File: src/pin_mux_pkg.sv
// package: pin mux constants and carrier types
package pin_mux_pkg;
    // ----------------------------------------
    // pin counts
    // ----------------------------------------
    localparam int PORT_B_W = 16;
    localparam int PORT_C_W = 12;
    localparam int PORT_D_W = 2;
    localparam int PORT_E_W = 10;
    localparam int PORT_E_OWN_W = 6;
    localparam int PORT_E_SHR_W = 4;
    localparam int TOTAL_PINS = 37;
    localparam int HOST_REG_COUNT = 8;
    localparam int HOST_ACCESS_W = 8;
    // ----------------------------------------
    // port b bit positions of host pins
    // ----------------------------------------
    localparam int PB_ADDR_STROBE = 8;
    localparam int PB_ADDR_LINE8 = 9;
    localparam int PB_ADDR_LINE9 = 10;
    localparam int PB_READ_WRITE = 11;
    localparam int PB_DATA_STROBE = 12;
    localparam int PB_CHIP_SELECT = 13;
    localparam int PB_REQUEST = 14;
    localparam int PB_ACKNOWLEDGE = 15;
    // pins that may stay gpio while the host port is on
    localparam logic [15:0] HOST_GPIO_ABLE = 16'he600;
    localparam logic [15:0] RST_ZERO_16 = 16'h0000;

    // one group of pin signals, sized to the widest port
    typedef struct packed {
        logic [15:0] out;
        logic [15:0] oe;
    } pin_drive_t;

    typedef struct packed {
        logic enable;
        logic muxed_bus;
        logic dual_strobe;
        logic no_vector;
        logic [15:0] gpio_keep;
    } host_mode_t;
endpackage

File: src/gpio_peripheral_pin_mux.sv
// module: per-pin gpio / peripheral selection for ports b to e and timer
`timescale 1ns/1ps
`default_nettype none
module gpio_peripheral_pin_mux #(
    parameter int PB_W = 16,
    parameter int PC_W = 12,
    parameter int PD_W = 2,
    parameter int PE_OWN_W = 6,
    parameter int PE_SHR_W = 4
) (
    // clock and reset
    input wire logic mclk_i,
    input wire logic rst_b_i,
    input wire logic soft_rst_i,
    // host parallel port mode and peripheral side
    input wire pin_mux_pkg::host_mode_t host_mode_i,
    input wire pin_mux_pkg::pin_drive_t host_periph_i,
    output logic [PB_W-1:0] host_in_o,
    // port b gpio settings
    input wire logic [PB_W-1:0] pb_dir_i,
    input wire logic [PB_W-1:0] pb_data_i,
    output logic [PB_W-1:0] pb_in_o,
    // port b pins
    input wire logic [PB_W-1:0] pb_pin_i,
    output logic [PB_W-1:0] pb_pin_o,
    output logic [PB_W-1:0] pb_pin_oe_o,
    // port c: first serial audio port
    input wire logic [PC_W-1:0] pc_ctrl_i,
    input wire logic [PC_W-1:0] pc_dir_i,
    input wire logic [PC_W-1:0] pc_data_i,
    input wire logic [PC_W-1:0] sap1_out_i,
    input wire logic [PC_W-1:0] sap1_oe_i,
    output logic [PC_W-1:0] sap1_in_o,
    output logic [PC_W-1:0] pc_in_o,
    input wire logic [PC_W-1:0] pc_pin_i,
    output logic [PC_W-1:0] pc_pin_o,
    output logic [PC_W-1:0] pc_pin_oe_o,
    // port d: audio transmitter
    input wire logic [PD_W-1:0] pd_ctrl_i,
    input wire logic [PD_W-1:0] pd_dir_i,
    input wire logic [PD_W-1:0] pd_data_i,
    input wire logic [PD_W-1:0] atx_out_i,
    input wire logic [PD_W-1:0] atx_oe_i,
    output logic [PD_W-1:0] atx_in_o,
    output logic [PD_W-1:0] pd_in_o,
    input wire logic [PD_W-1:0] pd_pin_i,
    output logic [PD_W-1:0] pd_pin_o,
    output logic [PD_W-1:0] pd_pin_oe_o,
    // port e: second serial audio port
    input wire logic [PE_OWN_W+PE_SHR_W-1:0] pe_ctrl_i,
    input wire logic [PE_OWN_W+PE_SHR_W-1:0] pe_dir_i,
    input wire logic [PE_OWN_W+PE_SHR_W-1:0] pe_data_i,
    input wire logic [PE_OWN_W+PE_SHR_W-1:0] sap2_out_i,
    input wire logic [PE_OWN_W+PE_SHR_W-1:0] sap2_oe_i,
    output logic [PE_OWN_W+PE_SHR_W-1:0] sap2_in_o,
    output logic [PE_OWN_W+PE_SHR_W-1:0] pe_in_o,
    input wire logic [PE_OWN_W-1:0] pe_pin_i,
    output logic [PE_OWN_W-1:0] pe_pin_o,
    output logic [PE_OWN_W-1:0] pe_pin_oe_o,
    // timer pin
    input wire logic timer_use_i,
    input wire logic timer_out_i,
    input wire logic timer_oe_i,
    input wire logic timer_gpio_dir_i,
    input wire logic timer_gpio_data_i,
    output logic timer_in_o,
    output logic timer_gpio_in_o,
    input wire logic timer_pin_i,
    output logic timer_pin_o,
    output logic timer_pin_oe_o,
    // role view
    output logic [36:0] periph_role_o
);
    localparam int PE_W = PE_OWN_W + PE_SHR_W;

    // ----------------------------------------
    // host port mode register
    // ----------------------------------------
    // mode is captured so that a soft reset forces gpio from the next clock edge
    logic host_en_ff;
    logic [PB_W-1:0] host_keep_ff;
    logic [PB_W-1:0] host_claim;

    always_ff @(posedge mclk_i or negedge rst_b_i) begin
        if (!rst_b_i) begin
            host_en_ff <= 1'b0;
            host_keep_ff <= '0;
        end else if (soft_rst_i) begin
            host_en_ff <= 1'b0;
            host_keep_ff <= '0;
        end else begin
            host_en_ff <= host_mode_i.enable;
            host_keep_ff <= host_mode_i.gpio_keep[PB_W-1:0] & pin_mux_pkg::HOST_GPIO_ABLE[PB_W-1:0];
        end
    end

    // pins map one to one onto port b bits; modes only rename them
    assign host_claim = host_en_ff ? ~host_keep_ff : '0;

    // ----------------------------------------
    // generic per-pin select
    // ----------------------------------------
    function automatic logic sel(input logic claim, input logic p, input logic g);
        sel = claim ? p : g;
    endfunction

    genvar i;
    generate
        for (i = 0; i < PB_W; i++) begin : g_pb
            assign pb_pin_o[i] = sel(host_claim[i], host_periph_i.out[i], pb_data_i[i]);
            assign pb_pin_oe_o[i] = sel(host_claim[i], host_periph_i.oe[i], pb_dir_i[i]);
            assign host_in_o[i] = host_claim[i] & pb_pin_i[i];
            assign pb_in_o[i] = ~host_claim[i] & pb_pin_i[i];
        end
        for (i = 0; i < PC_W; i++) begin : g_pc
            assign pc_pin_o[i] = sel(pc_ctrl_i[i], sap1_out_i[i], pc_data_i[i]);
            assign pc_pin_oe_o[i] = sel(pc_ctrl_i[i], sap1_oe_i[i], pc_dir_i[i]);
            assign sap1_in_o[i] = pc_ctrl_i[i] & pc_pin_i[i];
            assign pc_in_o[i] = ~pc_ctrl_i[i] & pc_pin_i[i];
        end
        for (i = 0; i < PD_W; i++) begin : g_pd
            assign pd_pin_o[i] = sel(pd_ctrl_i[i], atx_out_i[i], pd_data_i[i]);
            assign pd_pin_oe_o[i] = sel(pd_ctrl_i[i], atx_oe_i[i], pd_dir_i[i]);
            assign atx_in_o[i] = pd_ctrl_i[i] & pd_pin_i[i];
            assign pd_in_o[i] = ~pd_ctrl_i[i] & pd_pin_i[i];
        end
        for (i = 0; i < PE_OWN_W; i++) begin : g_pe
            assign pe_pin_o[i] = sel(pe_ctrl_i[i], sap2_out_i[i], pe_data_i[i]);
            assign pe_pin_oe_o[i] = sel(pe_ctrl_i[i], sap2_oe_i[i], pe_dir_i[i]);
            assign sap2_in_o[i] = pe_ctrl_i[i] & pe_pin_i[i];
            assign pe_in_o[i] = ~pe_ctrl_i[i] & pe_pin_i[i];
        end
    endgenerate

    // ----------------------------------------
    // port e signals on port c pins
    // ----------------------------------------
    // shared pins are the top port c pins; port c keeps priority
    // limitation: drive of these pins is left to port c's output path
    logic [PE_SHR_W-1:0] shr_pin;
    logic [PE_SHR_W-1:0] shr_free;
    assign shr_pin = pc_pin_i[PC_W-1 -: PE_SHR_W];
    generate
        for (i = 0; i < PE_SHR_W; i++) begin : g_shr
            // pin given to port c as a gpio output (pc_dir_i set) counts as claimed by port c for pe_in_o, not for sap2_in_o
            assign shr_free[i] = ~pc_ctrl_i[PC_W-PE_SHR_W+i] & ~pc_dir_i[PC_W-PE_SHR_W+i]
                & ~pe_ctrl_i[PE_OWN_W+i];
            assign sap2_in_o[PE_OWN_W+i] = pe_ctrl_i[PE_OWN_W+i] & ~pc_ctrl_i[PC_W-PE_SHR_W+i]
                & shr_pin[i];
            assign pe_in_o[PE_OWN_W+i] = shr_free[i] & shr_pin[i];
        end
    endgenerate

    // ----------------------------------------
    // timer pin
    // ----------------------------------------
    assign timer_pin_o = sel(timer_use_i, timer_out_i, timer_gpio_data_i);
    assign timer_pin_oe_o = sel(timer_use_i, timer_oe_i, timer_gpio_dir_i);
    assign timer_in_o = timer_use_i & timer_pin_i;
    assign timer_gpio_in_o = ~timer_use_i & timer_pin_i;

    // 37 role bits: b, c, d, own e, timer
    assign periph_role_o = {timer_use_i, pe_ctrl_i[PE_OWN_W-1:0], pd_ctrl_i, pc_ctrl_i,
        host_claim};
endmodule
`default_nettype wire

File: config.mk
export PLATFORM = sky130hd
export DESIGN_NAME = gpio_peripheral_pin_mux
export DESIGN_NICKNAME = d
export VERILOG_FILES = /design/src/pin_mux_pkg.sv /design/src/gpio_peripheral_pin_mux.sv
export SDC_FILE = /design/constraint.sdc
export NUM_CORES = 1
export LEC_CHECK = 0
export ABC_AREA = 1
export BUFFER_PORTS_ARGS = -buffer_cell sky130_fd_sc_hd__clkbuf_2
export CORE_AREA = 2 2 170 172
export DETAILED_ROUTE_END_ITERATION = 10
export DIE_AREA = 0 0 172 174
export PLACE_DENSITY = 0.45
export SLEW_MARGIN = 15
export SYNTH_ARGS = -nofsm -noshare
export SYNTH_HDL_FRONTEND = slang
export SYNTH_SLANG_ARGS = --single-unit
export TNS_END_PERCENT = 50
File: constraint.sdc
create_clock -name mclk_i -period 1.75 [get_ports mclk_i]
set_clock_uncertainty 0.05 [all_clocks]
set_input_delay 0.4375 -clock mclk_i [delete_from_list [all_inputs] [get_ports mclk_i]]
set_output_delay 0.4375 -clock mclk_i [all_outputs]
set_load 0.02 [all_outputs]
==> metrics.yaml <==
run_status:
  status: "complete, but fails checks"
  violations: "setup timing"
setup_path:
  setup.worst_path.start_class: "register"
  crit_type: "register to output pin"
  required_ns: 1.26
  cp-end-kind: "output pin"
  critPathMaxFanout: 7
  arrival_ns: 1.28
timing:
  fin_ws_ns: -0.01771
  relSlewSlack_pct: 77.89
  fmax_mhz: 565.7
  rsz0062_at_grt: "true"
  hold_violations: 0
  finalCritPeriodShare_pct: 101.0
  period_needed_ns: 1.768
  tns_ns: -0.02413
  tightestPinTransition_ns: 0.3282
  slew_violations: 0
  setup_viol: 2
synth:
  synth_cells: 460
  synth_seq_cells: 6
  yosysSeqAreaShare_pct: 7.096
  syn_avg_cell_area_um2: 4.600
  netlist_area_mm2: 0.002116
  yosys_warnings: 0
  yosysUniqueCellTypes: 11
  synthesis.nets: 709
cells_and_area:
  nets: 1090
  final_cells: 1224
  layout_commonest_cell: "clkbuf_2"
  antenna-diode-count: 0
  utilization_pct: 16.64
  final_cell_mix: "364 x clkbuf_2, 169 x nand2_1, 128 x inv_1, 48 x nor2_1, 38 x o21ai_0"
  drive_above_1_share_pct: 52.38
  area.growth.synth_to_final_pct: 122.1
  fillers: 3349
route:
  drt_iter0_drc: 30
  vias: 3856
  drc: 0
  wirelength_um: 10870
  vias_per_cell: 3.150
  wl_per_cell_um: 8.881
  first_pass_iters: 4
  postRouteAntennaNets: 0
power_and_ir_drop:
  power_frac_clock_pct: 20.7
  powerDensity_mw_per_mm2: 388.5
  total_power_w: 0.001825
  power_leakage_nw: 3.398
  p_int_w: 0.0009657
  netSwitchingPower_w: 0.0008597
  p_comb_share_pct: 71.0
  p_seq_share_pct: 8.3
  p_sw_share_pct: 47.10
  irDropWorstVdd_mv: 0.3728
floorplan:
  die-width_um: 172
  io_pins: 442
  die_height_um: 174
  rows: 62
  initial_utilization_pct: 7.493
  core_area_mm2: 0.02824
  die-area_mm2: 0.02993
global_routing:
  grt_max_degree: 47
  grt_antenna_before_repair: 0
  grt_util_all_layers_pct: 6.315
  grt_overflow: 0
  grt_pass1_vias: 3615
  grt_pass1_wl_um: 15430
worst_hold_path:
  min_path_type: "input pin to register"
place:
  hpwl_um: 10090
  place_congestion: 0.7380
  post-place-ws_ns: 0.1255
  numPortBuffers: 411
  dp_cells: 1218
cts:
  cts_max_path_buffers: 2
  cts_buffers: 3
  cts-root-buf: "clkbuf_16"
  htree_levels: 1
  cts_tree: "done"
  clkSinkCount: 6
  clkTransAtPathRegs_ns: 0.04
run:
  maxCapViolations: 0
-- layer usage --
| metal | routed length (µm) | track usage (%) | vias up |
|---|---|---|---|
| met5 | 0 | 0 | - |
| met4 | 127 | 1.261 | 0 |
| met2 | 6129 | 14.78 | 260 |
| met3 | 1049 | 0.5692 | 8 |
| li1 | - | - | 2029 |
| met1 | 3564 | 5.334 | 1559 |
-- final timing paths --
| kind | slack, ns | cells after the start | start | endpoint |
|---|---|---|---|---|
| worst min-delay path | 0.34 | 3 | host_mode_i[10] | host_keep_ff[10]$_DFF_PN0_ |
| min in group asynchronous | 0.52 | 2 | rst_b_i | host_keep_ff[13]$_DFF_PN0_ |
| max in group asynchronous | 0.95 | 2 | rst_b_i | host_en_ff$_DFF_PN0_ |
| worst max-delay path | -0.02 | 5 | host_en_ff$_DFF_PN0_ | pb_in_o[13] |
-- registers in the layout (all words and copies together), names as in the netlist --
signal	flops
host_en_ff	1
host_keep_ff	5
-- worst max-delay path, cell delays in order (launching register included) --
cell,delay [ns]
dfrtp_2,0.45
buf_4,0.18
nand2_4,0.08
inv_1,0.06
nor2_2,0.12
clkbuf_8,0.16
-- power by group through the flow --
stage | clock network [W] | logic, W | registers (W)
3_3_place_gp | 0 | 0.00124 | 0.000153
2_1_floorplan | 0 | 0.000685 | 0.000152
3_5_place_dp | 0 | 0.00124 | 0.000153
6_report | 0.000378 | 0.00130 | 0.000152
5_1_grt | 0.000396 | 0.00143 | 0.000152
4_1_cts | 0.000388 | 0.00128 | 0.000152
-- what timing repair did --
item                       in CTS  in global routing
buffers inserted                1                  0
hold buffers                    1                  0
hold endpoints to repair        3                  0
pin swaps                       1                  0
setup endpoints to repair      24                 51
gates resized for setup        26                 77
-- cell families after synthesis --
| group | after synthesis | share of synthesized area (%) |
|---|---|---|
| AOI/OAI and AO/OA | 38 | 8.989 |
| buffers and inverters | 173 | 38.44 |
| DFF | 6 | 7.096 |
| and+or+nand+nor | 243 | 45.48 |
-- area by class of cell --
cell class | instances | area (µm²) | share of cell area, %
sequential | 6 | 151.4 | 3.222
inverter | 132 | 495.5 | 10.55
multi-input combinational | 281 | 1199 | 25.51
timing repair buffer | 417 | 2293 | 48.81
clock buffer | 4 | 78.83 | 1.678
tap | 384 | 480.5 | 10.23
-- cells in the mapped netlist (all sizes together) --
cell | count | area [µm²]
buf | 41 | 317.8
dfrtp | 6 | 150.1
inv | 132 | 495.5
nand2 | 181 | 716.9
nand3 | 10 | 50.05
nor2 | 52 | 195.2
o21ai | 38 | 190.2
-- through the flow --
stage	hold WS, ns	area, µm²
3_5_place_dp	0.2359	4404
5_1_grt	0.3605	4698
2_1_floorplan	0.09191	2116
3_3_place_gp	0.2327	4404
6_report	0.3410	4698
4_1_cts	0.3374	4609
No activity file was read; power rests on OpenSTA's default activity.
